[config.mk]
export PLATFORM = sky130hd
export DESIGN_NAME = cephs_top
export DESIGN_NICKNAME = d
export VERILOG_FILES = /design/src/cephs_pkg.sv /design/src/cephs_skid.sv /design/src/cephs_buf.sv /design/src/cephs_top.sv
export VERILOG_INCLUDE_DIRS = /design/src
export SDC_FILE = /design/constraint.sdc
export NUM_CORES = 1
export LEC_CHECK = 0
export BUFFER_PORTS_ARGS = -buffer_cell sky130_fd_sc_hd__clkbuf_2
export CORE_UTILIZATION = 52
export CTS_BUF_LIST = sky130_fd_sc_hd__clkbuf_4 sky130_fd_sc_hd__clkbuf_8 sky130_fd_sc_hd__clkbuf_16
export DETAILED_ROUTE_END_ITERATION = 10
export HOLD_SLACK_MARGIN = 0.08
export PLACE_DENSITY = 0.77
export SYNTH_ARGS = -nofsm -noshare
export SYNTH_HDL_FRONTEND = slang
export SYNTH_SLANG_ARGS = --single-unit
[constraint.sdc]
create_clock -name core_clk -period 2.5 [get_ports core_clk]
set_input_delay 0.125 -clock core_clk [delete_from_list [all_inputs] [get_ports core_clk]]
set_output_delay 0.125 -clock core_clk [all_outputs]
set_load 0.1 [all_outputs]
[src/cephs_consts.svh]
// constants for the control endpoint packet-ready handshake
`ifndef CEPHS_CONSTS_SVH
`define CEPHS_CONSTS_SVH
`define CEPHS_BUF_DEPTH      32
`define CEPHS_CNT_W          6
`define CEPHS_PTR_W          5
`define CEPHS_STAT_RX_RDY    0
`define CEPHS_STAT_TX_RDY    1
`define CEPHS_EN_RX_RDY      6
`define CEPHS_EN_TX_RDY      7
`define CEPHS_EN_BULK_RX     0
`define CEPHS_STAT_RST       8'h02
`define CEPHS_EN_RST         8'h00
`define CEPHS_CNT_RST        6'h00
`endif

[src/cephs_pkg.sv]
// types for the control endpoint packet-ready handshake
package cephs_pkg;
  typedef enum logic [3:0] {
    CEPHS_IDLE  = 4'b0001,
    CEPHS_RX    = 4'b0010,
    CEPHS_TXRDY = 4'b0100,
    CEPHS_TXACK = 4'b1000
  } cephs_state_t;
  typedef logic [7:0] cephs_byte_t;
endpackage

[src/cephs_skid.sv]
// two-entry buffer with valid/ready on both sides
`timescale 1ns/10ps
`default_nettype none
module cephs_skid
  import cephs_pkg::*;
(
  input  wire logic        core_clk,
  input  wire logic        resetn,
  input  wire logic        clk_en,
  input  wire cephs_byte_t in_data,
  input  wire logic        in_valid,
  output logic             in_ready,
  output cephs_byte_t      out_data,
  output logic             out_valid,
  input  wire logic        out_ready
);
  cephs_byte_t mem [2];
  logic        wr_ptr;
  logic        rd_ptr;
  logic [1:0]  count;
  wire         do_wr = clk_en && in_valid && in_ready;
  wire         do_rd = clk_en && out_valid && out_ready;

  assign in_ready  = (count != 2'h2);
  assign out_valid = (count != 2'h0);
  assign out_data  = mem[rd_ptr];

  always_ff @(posedge core_clk) begin
    if (!resetn) begin
      wr_ptr <= 1'b0;
      rd_ptr <= 1'b0;
      count  <= 2'h0;
      mem[0] <= 8'h00;
      mem[1] <= 8'h00;
    end else begin
      if (do_wr) begin
        mem[wr_ptr] <= in_data;
        wr_ptr      <= ~wr_ptr;
      end
      if (do_rd)
        rd_ptr <= ~rd_ptr;
      count <= count + {1'b0, do_wr} - {1'b0, do_rd};
    end
  end
endmodule
`default_nettype wire

[src/cephs_buf.sv]
// byte buffer with fill count, one packet deep
`timescale 1ns/10ps
`default_nettype none
`include "cephs_consts.svh"
module cephs_buf
  import cephs_pkg::*;
(
  input  wire logic                    core_clk,
  input  wire logic                    resetn,
  input  wire logic                    clk_en,
  input  wire logic                    clear,
  input  wire logic                    wr_en,
  input  wire cephs_byte_t             wr_data,
  input  wire logic                    rd_en,
  output cephs_byte_t                  rd_data,
  output logic [`CEPHS_CNT_W-1:0]      count,
  output logic                         full,
  output logic                         empty
);
  cephs_byte_t                 mem [`CEPHS_BUF_DEPTH];
  logic [`CEPHS_PTR_W-1:0]     wr_ptr;
  logic [`CEPHS_PTR_W-1:0]     rd_ptr;
  wire do_wr = wr_en && !full;
  wire do_rd = rd_en && !empty;

  assign full    = (count == 6'(`CEPHS_BUF_DEPTH));
  assign empty   = (count == 6'h00);
  assign rd_data = mem[rd_ptr];

  always_ff @(posedge core_clk) begin
    if (!resetn) begin
      wr_ptr <= 5'h00;
      rd_ptr <= 5'h00;
      count  <= `CEPHS_CNT_RST;
    end else if (clk_en) begin
      if (clear) begin
        wr_ptr <= 5'h00;
        rd_ptr <= 5'h00;
        count  <= `CEPHS_CNT_RST;
      end else begin
        if (do_wr) begin
          mem[wr_ptr] <= wr_data;
          wr_ptr      <= wr_ptr + 5'h01;
        end
        if (do_rd)
          rd_ptr <= rd_ptr + 5'h01;
        count <= count + {5'h00, do_wr} - {5'h00, do_rd};
      end
    end
  end
endmodule
`default_nettype wire

[src/cephs_top.sv]
// control endpoint packet-ready handshake, data stage
// Summary of operation
// - in a control write data stage, receive-ready sets only after end-of-packet with clean stored data.
// - end-of-packet closes a received packet whether it is full size or short.
// - receive-ready raises the interrupt only when its enable bit is set.
// - in a control read data stage with the buffer writable, transmit-ready is cleared.
// - clearing transmit-ready raises the interrupt when its enable bit is set.
// - for later packets, the transmit interrupt waits for the host's ACK of the last packet.
// - setting transmit-ready arms sending on the next IN token and drops the interrupt one clock after the ready bit sets.
// - fewer bytes than the maximum are sent as a short packet.
// - bulk endpoints raise receive-ready interrupts when their data can be read.
// - all causes share one active-low interrupt output.
`timescale 1ns/10ps
`default_nettype none
`include "cephs_consts.svh"
module cephs_top
  import cephs_pkg::*;
(
  input  wire logic                 core_clk,
  input  wire logic                 resetn,
  input  wire logic                 clk_en,
  // usb side, same clock
  input  wire logic                 setup_to_data,
  input  wire logic                 xfer_is_read,
  input  wire logic                 status_stage,
  input  wire cephs_byte_t          rx_byte,
  input  wire logic                 rx_byte_valid,
  input  wire logic                 rx_eop,
  input  wire logic                 rx_error,
  input  wire logic                 in_token,
  input  wire logic                 host_ack,
  output cephs_byte_t               tx_byte,
  output logic                      tx_byte_valid,
  input  wire logic                 tx_byte_ready,
  output logic                      tx_eop,
  // bulk endpoints
  input  wire logic                 bulk_rx_avail,
  // local microcontroller side
  input  wire logic                 status_wr,
  input  wire cephs_byte_t          status_wdata,
  input  wire logic                 enable_wr,
  input  wire cephs_byte_t          enable_wdata,
  input  wire logic                 rx_rd,
  output cephs_byte_t               rx_rdata,
  input  wire logic                 tx_wr,
  input  wire cephs_byte_t          tx_wdata,
  output cephs_byte_t               control_ep_status_reg,
  output cephs_byte_t               irq_enable_reg_one,
  output logic [`CEPHS_CNT_W-1:0]   control_ep_rx_byte_count,
  output logic                      irq_request_n
);
  // ****************************************************************
  // state and status
  // ****************************************************************
  cephs_state_t state;
  cephs_state_t next_state;
  logic         rx_rdy;
  logic         tx_rdy;
  logic         rx_bad;
  logic         first_pkt;
  logic         bulk_pend;
  logic         bulk_q;
  cephs_byte_t  en_reg;
  logic         rx_full;

  wire rx_clr   = status_wr && status_wdata[`CEPHS_STAT_RX_RDY];
  wire tx_set   = status_wr && status_wdata[`CEPHS_STAT_TX_RDY];
  wire bulk_clr = status_wr && status_wdata[`CEPHS_EN_BULK_RX];
  wire rx_done  = (state == CEPHS_RX) && rx_eop && !rx_bad && !rx_error;
  wire tx_free  = (state == CEPHS_IDLE) && setup_to_data && xfer_is_read;
  wire acked    = (state == CEPHS_TXACK) && host_ack;
  wire sending  = (state == CEPHS_TXACK) && !host_ack;
  wire bulk_rise = bulk_rx_avail && !bulk_q;

  // ****************************************************************
  // packet sequencer
  // ****************************************************************
  always_comb begin
    next_state = state;
    unique case (state)
      CEPHS_IDLE: begin
        if (setup_to_data && !xfer_is_read)
          next_state = CEPHS_RX;
        else if (tx_free)
          next_state = CEPHS_TXRDY;
      end
      CEPHS_RX: begin
        if (status_stage)
          next_state = CEPHS_IDLE;
      end
      CEPHS_TXRDY: begin
        if (status_stage)
          next_state = CEPHS_IDLE;
        else if (tx_rdy && in_token)
          next_state = CEPHS_TXACK;
      end
      CEPHS_TXACK: begin
        if (status_stage)
          next_state = CEPHS_IDLE;
        else if (host_ack)
          next_state = CEPHS_TXRDY;
      end
    endcase
  end

  always_ff @(posedge core_clk) begin
    if (!resetn) begin
      state     <= CEPHS_IDLE;
      rx_rdy    <= 1'b0;
      tx_rdy    <= 1'b1;
      rx_bad    <= 1'b0;
      first_pkt <= 1'b1;
      bulk_pend <= 1'b0;
      bulk_q    <= 1'b0;
      en_reg    <= `CEPHS_EN_RST;
    end else if (clk_en) begin
      state  <= next_state;
      bulk_q <= bulk_rx_avail;
      if (enable_wr)
        en_reg <= enable_wdata;
      // set wins over firmware clear
      if (rx_done)
        rx_rdy <= 1'b1;
      else if (rx_clr)
        rx_rdy <= 1'b0;
      if (rx_eop || state != CEPHS_RX)
        rx_bad <= 1'b0;
      else if (rx_error || (rx_byte_valid && rx_full))
        rx_bad <= 1'b1;
      // ready bit returns low at the start of a read data stage or once the host has acked
      if (tx_free || acked)
        tx_rdy <= 1'b0;
      else if (tx_set && state == CEPHS_TXRDY)
        tx_rdy <= 1'b1;
      if (tx_free)
        first_pkt <= 1'b1;
      else if (acked)
        first_pkt <= 1'b0;
      if (bulk_rise)
        bulk_pend <= 1'b1;
      else if (bulk_clr)
        bulk_pend <= 1'b0;
    end
  end

  // ****************************************************************
  // receive buffer
  // ****************************************************************
  wire  rx_wr = clk_en && (state == CEPHS_RX) && rx_byte_valid && !rx_rdy;
  // a new packet restarts the buffer only after firmware released the last one;
  // a bad packet is dropped at its end, clearing its bytes from the count
  wire  rx_drop    = (state == CEPHS_RX) && rx_eop && !rx_rdy && (rx_bad || rx_error);
  wire  rx_restart = (rx_clr && !rx_done) || rx_drop;

  cephs_buf u_rx_buf (
    .core_clk (core_clk),
    .resetn   (resetn),
    .clk_en   (clk_en),
    .clear    (rx_restart),
    .wr_en    (rx_wr),
    .wr_data  (rx_byte),
    .rd_en    (rx_rd),
    .rd_data  (rx_rdata),
    .count    (control_ep_rx_byte_count),
    .full     (rx_full),
    .empty    ()
  );

  // ****************************************************************
  // transmit buffer and output skid
  // ****************************************************************
  cephs_byte_t tx_q_data;
  logic        tx_empty;
  logic        skid_ready;
  logic        tx_push;
  logic        tx_last;
  wire         tx_pop  = sending && !tx_empty && skid_ready;

  cephs_buf u_tx_buf (
    .core_clk (core_clk),
    .resetn   (resetn),
    .clk_en   (clk_en),
    .clear    (tx_free),
    .wr_en    (tx_wr && !tx_rdy),
    .wr_data  (tx_wdata),
    .rd_en    (tx_pop),
    .rd_data  (tx_q_data),
    .count    (),
    .full     (),
    .empty    (tx_empty)
  );

  cephs_skid u_skid (
    .core_clk  (core_clk),
    .resetn    (resetn),
    .clk_en    (clk_en),
    .in_data   (tx_q_data),
    .in_valid  (tx_pop),
    .in_ready  (skid_ready),
    .out_data  (tx_byte),
    .out_valid (tx_byte_valid),
    .out_ready (tx_byte_ready)
  );

  // short or null packet ends when the buffer drains
  always_ff @(posedge core_clk) begin
    if (!resetn) begin
      tx_push <= 1'b0;
      tx_last <= 1'b0;
    end else if (clk_en) begin
      tx_push <= sending && tx_empty && !tx_last && !tx_push && !tx_byte_valid;
      tx_last <= sending && (tx_last || tx_push);
    end
  end
  assign tx_eop = tx_push;

  // ****************************************************************
  // status and interrupt
  // ****************************************************************
  wire irq_any = (rx_rdy && en_reg[`CEPHS_EN_RX_RDY])
              || (!tx_rdy && (state == CEPHS_TXRDY)
                  && en_reg[`CEPHS_EN_TX_RDY])
              || (bulk_pend && en_reg[`CEPHS_EN_BULK_RX]);
  logic irq_q;
  always_ff @(posedge core_clk) begin
    if (!resetn)
      irq_q <= 1'b0;
    else if (clk_en)
      irq_q <= irq_any;
  end
  assign irq_request_n = !irq_q;

  always_comb begin
    control_ep_status_reg = 8'h00;
    control_ep_status_reg[`CEPHS_STAT_RX_RDY] = rx_rdy;
    control_ep_status_reg[`CEPHS_STAT_TX_RDY] = tx_rdy;
  end
  assign irq_enable_reg_one = en_reg;
endmodule
`default_nettype wire

Word level (Yosys, flattened, before mapping)
Memory sizes are Yosys's and may differ from the RTL's. A register that Yosys moved wholly into a read port is not among the register bits.
Cells that the tools add are included.
{"block": "op_classes", "muxes": 48, "n_bitwise": 2, "eq_ne": 12, "add_sub_neg": 10, "n_reduce_logical": 86}
{"op": "$mux 5", "count": 12}
{"op": "$logic_and 1x1->1", "count": 40}
{"op": "$mux 4", "count": 7}
{"op": "$mux 1", "count": 25}
{"op": "$add 5x1->5 const B", "count": 4}
{"op": "$reduce_and 2->1", "count": 9}
{"op": "$reduce_bool 2->1", "count": 9}
{"op": "$logic_not 1->1", "count": 16}
{"op": "$pmux 4 s4", "count": 1}
{"op": "$add 6x1->6", "count": 2}
{"op": "$eq 6x6->1 const B", "count": 2}
{"op": "$logic_not 6->1", "count": 2}
{"op": "$mux 6", "count": 2}
{"op": "$sub 6x1->6", "count": 2}
{"op": "$logic_or 1x1->1", "count": 8}
{"op": "$mux 8", "count": 1}
{"op": "$reduce_or 8->1", "count": 1}
{"op": "$ne 3x3->1 const B", "count": 2}
{"op": "$reduce_and 5->1", "count": 1}
{"op": "$eq 4x1->1 const B", "count": 1}
{"op": "$eq 4x2->1 const B", "count": 1}
{"op": "$eq 4x3->1 const B", "count": 1}
{"op": "$eq 4x4->1 const B", "count": 1}
{"op": "$ne 2x2->1 const B", "count": 2}
{"op": "other kinds (5)", "count": 6}
{"block": "totals", "in_bits": 49, "memories": 3, "ramBits": 528, "elab_cells": 180, "ff_bits": 56}
{"name": "u_rx_buf.mem", "words": 32, "width": 8, "read_ports": 1, "rd_ports_with_merged_regs": 1, "write_ports": 1, "line": "cephs_buf.sv:20", "text": "cephs_byte_t mem [`CEPHS_BUF_DEPTH];"}
{"name": "u_tx_buf.mem", "words": 32, "width": 8, "read_ports": 1, "rd_ports_with_merged_regs": 1, "write_ports": 1, "line": "cephs_buf.sv:20"}
{"name": "u_skid.mem", "words": 2, "width": 8, "read_ports": 1, "rd_ports_with_merged_regs": 1, "write_ports": 2, "line": "cephs_skid.sv:17", "text": "cephs_byte_t mem [2];"}

Depth between registers and ports, before layout
Gate-level depths: netlist of the first run.
{"block": "depth", "ltp_word": 11, "mapped_depth": 13, "mapped_depth_nobuf": 13}

Hierarchy
Synthesis of the first run repeated with hierarchy kept, for this count alone.
{"block": "hier_totals", "cells_unflattened": 1479, "area_unflattened_um2": 24501.0}
{"module": "cephs_buf (u_tx_buf)", "cells_per_inst": 642, "area_each_um2": 11222.0, "seq_area_each_um2": 8107.8, "n_inst": 1}
{"module": "cephs_buf (u_rx_buf)", "cells_per_inst": 640, "area_each_um2": 11205.7, "seq_area_each_um2": 8107.8, "n_inst": 1}
{"module": "cephs_top", "cells_per_inst": 128, "area_each_um2": 1117.3, "seq_area_each_um2": 400.4, "n_inst": 1}
{"module": "cephs_skid", "cells_per_inst": 69, "area_each_um2": 955.9, "seq_area_each_um2": 580.6, "n_inst": 1}

Worst setup path after synthesis of the first run
Ideal clock, no wire load.
{"block": "synth_timing", "kind": "reg2out", "startpoint": "register with a tool-made name", "endpoint": "output port rx_rdata[6]", "path_stages_with_launch": 7, "path_slack_ns": -1.481, "required_time_ns": 2.375, "t_arrival_ns": 3.856, "cell_sequence": "dfxtp_1 buf_2 buf_2 buf_2 mux4_2 mux2i_1 a221oi_1"}
{"item": "to (decl)", "line": "cephs_top.sv:44", "text": "output cephs_byte_t rx_rdata,"}

==> results.md, run 1 <==
* Worst-path cell chain: buf_12 > buf_12 > mux4_2 > mux2i_2 > a22o_1 > a221oi_4 > buf_12
* RePlAce Congestion at 0.865
* FF-to-FF End: u_tx_buf.count[4]
* Final max-slew violation count at 0
* Post-synth EDFFs at 528
* Vias in the first global route at 14,000
* Num CTS Buffers at 57
* Core area at 45,500 um2
* Clk buf depth at 3
* Status: finished, violations left
* First-pass GRT wire length at 82,000 um
* Clk sink count at 595
* DR pass1 iterations at 5
* Cells after Synth at 1,401
* Antenna cells at 0
* Reg2reg setup slack at -0.10 ns
* Failing checks: setup timing
* Number of port buffers at 77
* Highest-count cells in the layout ignoring fill and taps: edfxtp_1, mux4_2, buf_4
* Placed cell areas at 26,800 um2
* Io pins at 90
* Max Fclk at 366 MHz
* Distinct cell type count after synthesis at 70
* Worst reg2reg path depth at 11
* Pre-CTS setup slack at -0.183 ns
* Hold WC Path Type: primary input to register
* Final Hold Viols at 0
* Most used cell, CP: buf_12
* Worst-skew pair later-pin latency at 0.63 ns
* Reg clk slew, reported paths at 0.06 ns
* Post-synthesis sequential area ratio at 71.5%
* Routed WL per cell at 24.0 um
* Synth area leader: edfxtp_1
* Worst clock skew at 0.0195 ns
* Worst Path Arrival at 2.61 ns
* Number of cell rows at 78
* Worst Setup Path Type: register to output pin
* Total chip power at 22.5 mW
* Most common cell after layout, fill and taps aside: edfxtp_1
* DRC viols at 0
* Die width at 217 um
* Worst vdd ir at 0.663 mV
* Crit. End Element: output pin
* Slowest stage delay, CP at 0.54 ns
* Ys flop type: edfxtp_1
* Shortest period the worst path allows at 2.73 ns
* Final WS setup at -0.234 ns
* P per Cell Area at 759 nW/um2
* Synth warnings at 0
* Worst-path fanout max at 8
* Final core utilization at 65.1%
* CTS tree: yes
* Total grt overflow at 0
* Placed cell count at 2,146
* Nets at 1,728
* Vias at 13,700
* ANT nets after route at 0
* Flops & latches, synth at 595
* P_leak at 9.58 nW
* Slew margin rel. at 38.9%
* Drt total wl at 55,000 um
* Top-area cell type share of the netlist area at 65.9%
* Die area at 47,100 um2
* All-Layer GR Usage at 23.2%
* Dominant cells by area after synthesis: edfxtp_1, mux4_2, dfxtp_1
* Die Height at 217 um
* Initial core utilization at 52.9%
* Final setup violation count at 10
* Syn Std Cell Area at 24,100 um2
* Least-Margin Pin Slew at 0.914 ns
* Crit share post-route at 109%
* RSZ-0062 raised after global routing: yes
* H-tree Lvls at 2
* Setup_tns at -1.74 ns
* Max-Cap Viols at 0
* Area Growth Syn to Fin at 23.1%
* Largest net degree at the start of global routing at 52
* Post-Layout Cell Count at 2,294
* WHS at 0.0894 ns
* Root Driver: clkbuf_16
* Slowest CP cell: mux4_2
* Share of cells above drive strength 1 at 31.9%
* Worst Setup EP: rx_rdata[6]
* Dpl hpwl at 33,400 um
* Hold_sp: setup_to_data
* Initial antenna violation count at 0
* DR iter-0 viols at 1,409
* Async SR Flop Fraction at 0%
* Final instance area at 29,600 um2
* Critical Path RT at 2.38 ns
* Worst r2r src: state[0]
* Vias/cell at 5.95
* Syn Area/Cell at 17.2 um2
* Critical path launch point type: register
[sequential cells by signal, indices dropped and copies added, names as in the netlist, 2 cells and up, named ones only]
name and cells:
u_tx_buf.rd_ptr 5, u_rx_buf.mem 256, u_tx_buf.wr_ptr 5, state 4
u_rx_buf.wr_ptr 5, u_rx_buf.rd_ptr 5, u_tx_buf.mem 256, irq_enable_reg_one 8
u_tx_buf.count 6, u_rx_buf.count 6, u_skid.mem 16, u_skid.count 2
[synth_stat cells, types with 13 or more instances]
library cell,n
nand2_1,40
nand3_1,50
o21ai_0,16
clkbuf_1,41
nor2b_1,22
a21oi_1,40
ha_1,30
mux2i_1,100
inv_1,34
buf_2,14
nor2_1,93
nand4_1,17
buf_1,13
edfxtp_1,528
a22oi_1,52
dfxtp_1,67
mux4_2,96
[critical path, delay by kind of cell (launching register included)]
kind            cells  cell delay [ns]
mux                 2             0.77
buf+inv             3             0.49
flops               1             0.39
compound gates      2             0.33
[kinds of logic after synthesis]
logic type / count (synthesis) / share of synthesized area, %
flops: 595 / 71.5
simple gates: 281 / 5.96
mux: 205 / 13.6
compound gates: 157 / 4.57
buf+inv: 114 / 2.07
fa+ha+maj: 32 / 1.73
xor+xnor: 16 / 0.583
other cells: 1 / 0.0156
[area by class of cell]
type                            count  area [um2]
Inverter                           35         136
Clock inverter                     37         450
Timing Repair Buffer              261        2510
Fill cell                        2931       15900
Clock buffer                       69        1520
Sequential cell                   595       17200
Multi-Input combinational cell    697        7000
Tap cell                          600         751
[routing by layer]
metal / global-route usage (%) / part of all wire (%) / vias up
met1: 31.7 / 41 / 6971
li1: - / - / 6018
met5: 0 / 0 / -
met4: 7.32 / 2.8 / 0
met2: 38.0 / 49 / 576
met3: 4.12 / 6.9 / 95
[report_power, final]
| part | internal (mW) | switching [mW] | leakage (nW) |
|---|---|---|---|
| Combinational | 1.02 | 1.50 | 3.29 |
| Sequential | 10.9 | 0.0741 | 5.32 |
| Clock | 5.28 | 3.69 | 0.975 |
[worst min-delay path by stage]
stage                                       end  slack [ns]  cells past startpoint
after floorplan              u_rx_buf.mem[0][0]        0.22                      0
after global placement    irq_enable_reg_one[7]        0.37                      3
after detailed placement  irq_enable_reg_one[7]        0.37                      3
after CTS                 irq_enable_reg_one[1]        0.09                      4
after global routing          u_tx_buf.count[2]        0.12                      5
final                                  state[2]        0.09                      6
[repair_timing]
| action | 4_1_cts | 5_1_grt |
|---|---|---|
| resized for setup | 20 | 68 |
| hold endpoints to repair | 29 | 0 |
| endpoints found under the setup margin | 41 | 316 |
| gates cloned | 0 | 3 |
| hold buffers | 35 | 0 |
| pin swaps | 9 | 14 |
| setup buffers | 1 | 4 |
Power figures use the tool's default switching activity.
==> inputs of run 2 (changes only) <==
CORE_ASPECT_RATIO = 1.1   (was default)
==> run 2 against run 1 <==
  * The flow finishes with violations (DRC, setup timing)
  * Highest routed layer unchanged
  * Critical path depth unchanged
  * Critical endpoint is now rx_rdata[3]
  * Clock power decreased by 6.3%
  * Register-to-register slack about the same
  * Die area about the same
  * Final cell count decreased by 0.83%
==> results.md, run 2 (synthesized netlist as in run 1, its figures left out) <==
* Sw power at 5.19 mW (-1.4%)
* H-tree Lvls at 2 (unchanged)
* Failing checks: DRC, setup timing
* Total grt overflow at 0 (unchanged)
* Die area at 47,100 um2 (about the same)
* Placed cell count at 2,126 (-0.93%)
* Sequential share of power at 50.1% (+1.3 points)
* Vias at 13,600 (-0.59%)
* Final setup violation count at 9 (-1)
* Status: finished, violations left
* Max Fclk at 367 MHz (+0.29%)
* Slowest stage delay, CP at 0.51 ns (-0.03 ns)
* Worst Setup EP: rx_rdata[3]
* Worst Path Arrival at 2.60 ns (about the same)
* RSZ-0062 raised after global routing: yes
* Worst-skew pair later-pin latency at 0.60 ns (-0.03 ns)
* Vias in the first global route at 14,100 (+0.70%)
* Number of cell rows at 82 (+5.1%)
* Number of port buffers at 77 (unchanged)
* Worst Setup Path Type: register to output pin
* Clock power frac at 38.4% (-1.6 points)
* FF-to-FF End: u_tx_buf.count[4]
* Reg clk slew, reported paths at 0.06 ns (about the same)
* Multi-input logic area at 6940 um2 (-0.91%)
* Buffers & Inverters on Critical Path at 3 (unchanged)
* Dpl hpwl at 33,500 um (about the same)
* Shortest period the worst path allows at 2.73 ns (-0.00794 ns)
* Io pins at 90 (unchanged)
* Pre-CTS setup slack at -0.157 ns (+0.0257 ns)
* Final Hold Viols at 0 (unchanged)
* ANT nets after route at 0 (unchanged)
* Biggest regs: u_rx_buf.mem x256, u_tx_buf.mem x256, u_skid.mem x16
* DRC viols at 1 (+1)
* Worst-path cell chain: buf_12 > clkbuf_16 > mux4_2 > mux2i_1 > a22o_1 > a221oi_4 > buf_12
* Antenna cells at 0 (unchanged)
* Worst-path fanout max at 8 (unchanged)
* Least-Margin Pin Slew at 0.938 ns (+0.0237 ns)
* Initial antenna violation count at 0 (unchanged)
* Hold WC Path Type: primary input to register
* Die width at 207 um (-4.6%)
* Int Power at 16.7 mW (-2.8%)
* Fillers at 2,941 (+0.34%)
* Slowest CP cell: mux4_2
* Root Driver: clkbuf_16
* Critical path launch point type: register
* Vias/cell at 5.97 (+0.24%)
* Clk sink count at 595 (unchanged)
* Die Height at 228 um (+4.8%)
* Share of cells above drive strength 1 at 32.1% (+0.19 points)
* Switching part of the total at 23.7% (+0.25 points)
* P_leak at 9.51 nW (-0.82%)
* Area Growth Syn to Fin at 22.2%
* Num CTS Buffers at 56 (-1.8%)
* Drt total wl at 54,000 um (-1.8%)
* FF/Latch Area at 17,200 um2 (unchanged)
* Combinational Power Share at 11.6% (+0.4 points)
* First-pass GRT wire length at 81,400 um (-0.78%)
* Slew margin rel. at 37.4% (-1.6 points)
* Clk buf depth at 3 (unchanged)
* Crit. End Element: output pin
* Reg2reg setup slack at -0.09 ns (about the same)
* Post-Layout Cell Count at 2,275 (-0.83%)
* Max-Cap Viols at 0 (unchanged)
* Routed WL per cell at 23.7 um (-1.0%)
* Initial core utilization at 52.8% (-0.087 points)
* P per Cell Area at 745 nW/um2 (-1.8%)
* Largest net degree at the start of global routing at 37 (-29%)
* All-Layer GR Usage at 23.0% (-0.16 points)
* Worst vdd ir at 0.646 mV (-2.6%)
* Crit share post-route at 109% (-0.32 points)
* Final WS setup at -0.226 ns (+0.00794 ns)
* CTS tree: yes
* Final max-slew violation count at 0 (unchanged)
* Worst path depth at 7 (unchanged)
* Critical Path RT at 2.38 ns (about the same)
* Worst r2r src: state[0]
* Core area at 45,600 um2 (+0.17%)
* Worst reg2reg path depth at 11 (unchanged)
* Highest-count cells in the layout ignoring fill and taps: edfxtp_1, buf_4, mux4_2
* Most used cell, CP: buf_12
* Most common cell after layout, fill and taps aside: edfxtp_1
* DR iter-0 viols at 1,160 (-18%)
* Top delay family on crit path: multiplexers
* RePlAce Congestion at 0.854 (-1.2%)
* DR pass1 iterations at 10 (+5)
* Worst clock skew at 0.0145 ns (-0.00496 ns)
* Nets at 1,723 (-0.29%)
## run 2: worst min path at each step
stage	from	end	slack, ns	cells after the start
floorplan	rx_byte[0]	u_rx_buf.mem[0][0]	0.22	0
global placement	enable_wdata[7]	irq_enable_reg_one[7]	0.37	3
detailed placement	enable_wdata[7]	irq_enable_reg_one[7]	0.39	3
CTS	in_token	state[2]	0.08	6
global route	in_token	state[0]	0.11	5
finish	in_token	state[2]	0.11	6
## run 2: timing repair
action                     CTS  global route
gates cloned                 1             3
pin swaps                   16            15
resized for setup           25            32
hold buffers                38             0
setup endpoints to repair   13           255
hold endpoints to repair    33             0
setup buffers                2             4
## run 2: worst min-delay path, cell delays in order
cell      delay [ns]
clkbuf_2        0.08
nand2_1         0.06
a221oi_1        0.08
buf_4           0.15
o211ai_1        0.08
a21oi_1         0.07
## run 2: cell type report
type                            count  share of cell area [%]
Clock buffer                       64                    5.03
Clock inverter                     39                    1.19
Inverter                           35                   0.464
Multi-Input combinational cell    697                    23.6
Sequential cell                   595                    58.6
Tap cell                          588                    2.50
Timing Repair Buffer              257                    8.59
## run 2: through the flow
stage | setup TNS [ns] | area, um2 | util [%] | hold slack, ns | total power [mW]
5_1_grt | -2.50 | 29400 | 64.5 | 0.111 | 22.6
6_report | -1.62 | 29400 | 64.5 | 0.109 | 21.9
3_5_place_dp | -0.350 | 26800 | 58.8 | 0.386 | 13.4
4_1_cts | -1.86 | 29100 | 64.0 | 0.0816 | 21.9
3_3_place_gp | -0.153 | 26800 | 58.8 | 0.374 | 13.4
2_1_floorplan | -0.326 | 24400 | - | 0.224 | 12.8
## run 2: routing by layer
metal  vias up  track usage [%]  part of all wire, %
li1       6013                -                    -
met1      6847             27.1                   37
met3       155             3.79                  5.7
met5         -                0                    0
met2       564             41.7                   53
met4         0             10.4                  4.2
## run 2: power by group through the flow
stage | Combinational [mW] | Clock, mW | Sequential, mW
2_1_floorplan | 1.38 | 0 | 11.4
3_3_place_gp | 2.20 | 0 | 11.2
3_5_place_dp | 2.25 | 0 | 11.2
4_1_cts | 2.37 | 8.54 | 11.0
5_1_grt | 2.70 | 8.92 | 11.0
6_report | 2.53 | 8.41 | 11.0
==> inputs of run 3 (changes only) <==
CORE_UTILIZATION = 56   (was 52)
PLACE_DENSITY = 0.82   (was 0.77)
==> run 3 against run 2 <==
  * The run ends with setup timing left
  * Clock power rose by 6.2%
  * Clock skew rose by 0.019 ns
  * Register-to-register slack got worse by 0.15 ns
  * Highest routed layer unchanged
==> results.md, run 3 (synthesized netlist as in run 1, its figures left out) <==
* Core area at 42,300 um2 (-7.1%)
* Final Hold Viols at 0 (unchanged)
* Area Growth Syn to Fin at 24.3%
* Post-Layout Cell Count at 2,268 (-0.31%)
* Final max-slew violation count at 0 (unchanged)
* Crit share post-route at 111% (+2.1 points)
* Biggest regs: u_rx_buf.mem x256, u_tx_buf.mem x256, u_skid.mem x16
* Status: finished, violations left
* Clk buf depth at 3 (unchanged)
* Worst reg2reg path depth at 11 (unchanged)
* RePlAce Congestion at 0.825 (-3.4%)
* Worst-path fanout max at 7 (-1)
* Hold WC Path Type: primary input to register
* Vias/cell at 6.41 (+7.3%)
* Final setup violation count at 10 (+1)
* Max Fclk at 360 MHz (-1.9%)
* Initial core utilization at 56.8% (+4.1 points)
* Clk sink count at 595 (unchanged)
* DR iter-0 viols at 1,580 (+36%)
* First-pass GRT wire length at 88,500 um (+8.8%)
* Number of port buffers at 77 (unchanged)
* Initial antenna violation count at 0 (unchanged)
* Total grt overflow at 0 (unchanged)
* Vias at 14,500 (+7.0%)
* Setup_tns at -2.15 ns (-0.527 ns)
* Reg2reg setup slack at -0.24 ns (-0.15 ns)
* Worst Path Arrival at 2.65 ns (+0.05 ns)
* DR pass1 iterations at 6 (-4)
* Worst Setup Path Type: register to output pin
* DRC viols at 0 (-1)
* FF/Latch Area at 17,200 um2 (about the same)
* Number of cell rows at 79 (-3.7%)
* Slew margin rel. at 30.3% (-7.1 points)
* CTS tree: yes
* Die width at 200 um (-3.6%)
* Die area at 43,800 um2 (-7.1%)
* Most common cell after layout, fill and taps aside: edfxtp_1
* Shortest period the worst path allows at 2.78 ns (+0.0518 ns)
* Worst clock skew at 0.0335 ns (+0.0190 ns)
* Io pins at 90 (unchanged)
* Worst-skew pair later-pin latency at 0.64 ns (+0.04 ns)
* Num CTS Buffers at 55 (-1.8%)
* Die Height at 219 um (-3.6%)
* H-tree Lvls at 2 (unchanged)
* Multi-input logic area at 7120 um2 (+2.7%)
* Fillers at 2,412 (-18%)
* Routed WL per cell at 27.6 um (+16%)
* Critical path launch point type: register
* Critical Path RT at 2.38 ns (about the same)
* Drt total wl at 62,600 um (+16%)
* Placed cell count at 2,104 (-1.0%)
* Least-Margin Pin Slew at 1.04 ns (+0.106 ns)
* Share of cells above drive strength 1 at 32.2% (+0.15 points)
* RSZ-0062 raised after global routing: yes
* Reg clk slew, reported paths at 0.07 ns (about the same)
* Antenna cells at 0 (unchanged)
* Highest-count cells in the layout ignoring fill and taps: edfxtp_1, mux4_2, buf_4
* Max-Cap Viols at 0 (unchanged)
* Hold Path Cell Cnt at 4 (-2)
* Crit. End Element: output pin
* P_leak at 9.66 nW (+1.7%)
* All-Layer GR Usage at 27.9% (+4.9 points)
* Dpl hpwl at 33,000 um (-1.4%)
* Vias in the first global route at 14,700 (+4.0%)
* Failing checks: setup timing
* Worst vdd ir at 0.761 mV (+18%)
* Largest net degree at the start of global routing at 36 (-2.7%)
* Nets at 1,736 (+0.75%)
* ANT nets after route at 0 (unchanged)
* P per Cell Area at 762 nW/um2 (+2.3%)
* Final WS setup at -0.278 ns (-0.0518 ns)
* Root Driver: clkbuf_16
[run 3: path summary, 6_finish.rpt]
| check | start | endpoint |
|---|---|---|
| worst max-delay path | register | rx_rdata[0] |
| worst min register to register | u_rx_buf.count[3] | u_rx_buf.count[3] |
| worst max register to register | state[2] | u_tx_buf.count[4] |
| worst min-delay path | enable_wr | irq_enable_reg_one[4] |
[run 3: layout make-up]
type	instances	area share [%]
flip-flops and latches	595	57.7
multi-input cells	697	23.8
repair buffers	271	9.24
clock buffers	63	4.86
well taps	567	2.37
clock inverters	40	1.57
inverters	35	0.477
[run 3: critical path, stage by stage, from the launching register on]
cell and delay (ns):
dfxtp_4 0.38, buf_12 0.14, buf_12 0.15, mux4_2 0.54, mux2i_2 0.27, a22o_1 0.25
a221oi_4 0.06, buf_12 0.22
[run 3: routing by layer]
metal / GRT usage, % / routed length, um / vias up
li1: - / - / 6056
met1: 32.1 / 21500 / 7362
met2: 49.4 / 32900 / 850
met3: 4.87 / 4170 / 263
met4: 15.1 / 4000 / 0
met5: 0 / 0 / -
[run 3: power breakdown]
group	switching (mW)	internal, mW
clock	3.80	5.13
combinational	1.68	1.21
sequential	0.0880	10.9
[run 3: repair_timing]
item / CTS / global route
gates cloned: 4 / 1
endpoints found under the hold margin: 51 / 0
gates resized for setup: 39 / 75
hold buffers: 42 / 0
pin swaps: 12 / 37
buffers inserted: 7 / 10
endpoints found under the setup margin: 12 / 279
[run 3: through the flow]
step                cell area, um2  worst slack [ns]  utilization (%)  power (mW)  hold slack (ns)
floorplan                    24400            -0.161                -        12.8            0.224
global placement             26800           -0.0975             63.3        13.4            0.373
detailed placement           26800            -0.105             63.3        13.4            0.380
CTS                          29500            -0.289             69.7        22.5           0.0865
global route                 29900            -0.340             70.7        23.3            0.206
finish                       29900            -0.278             70.7        22.8            0.178
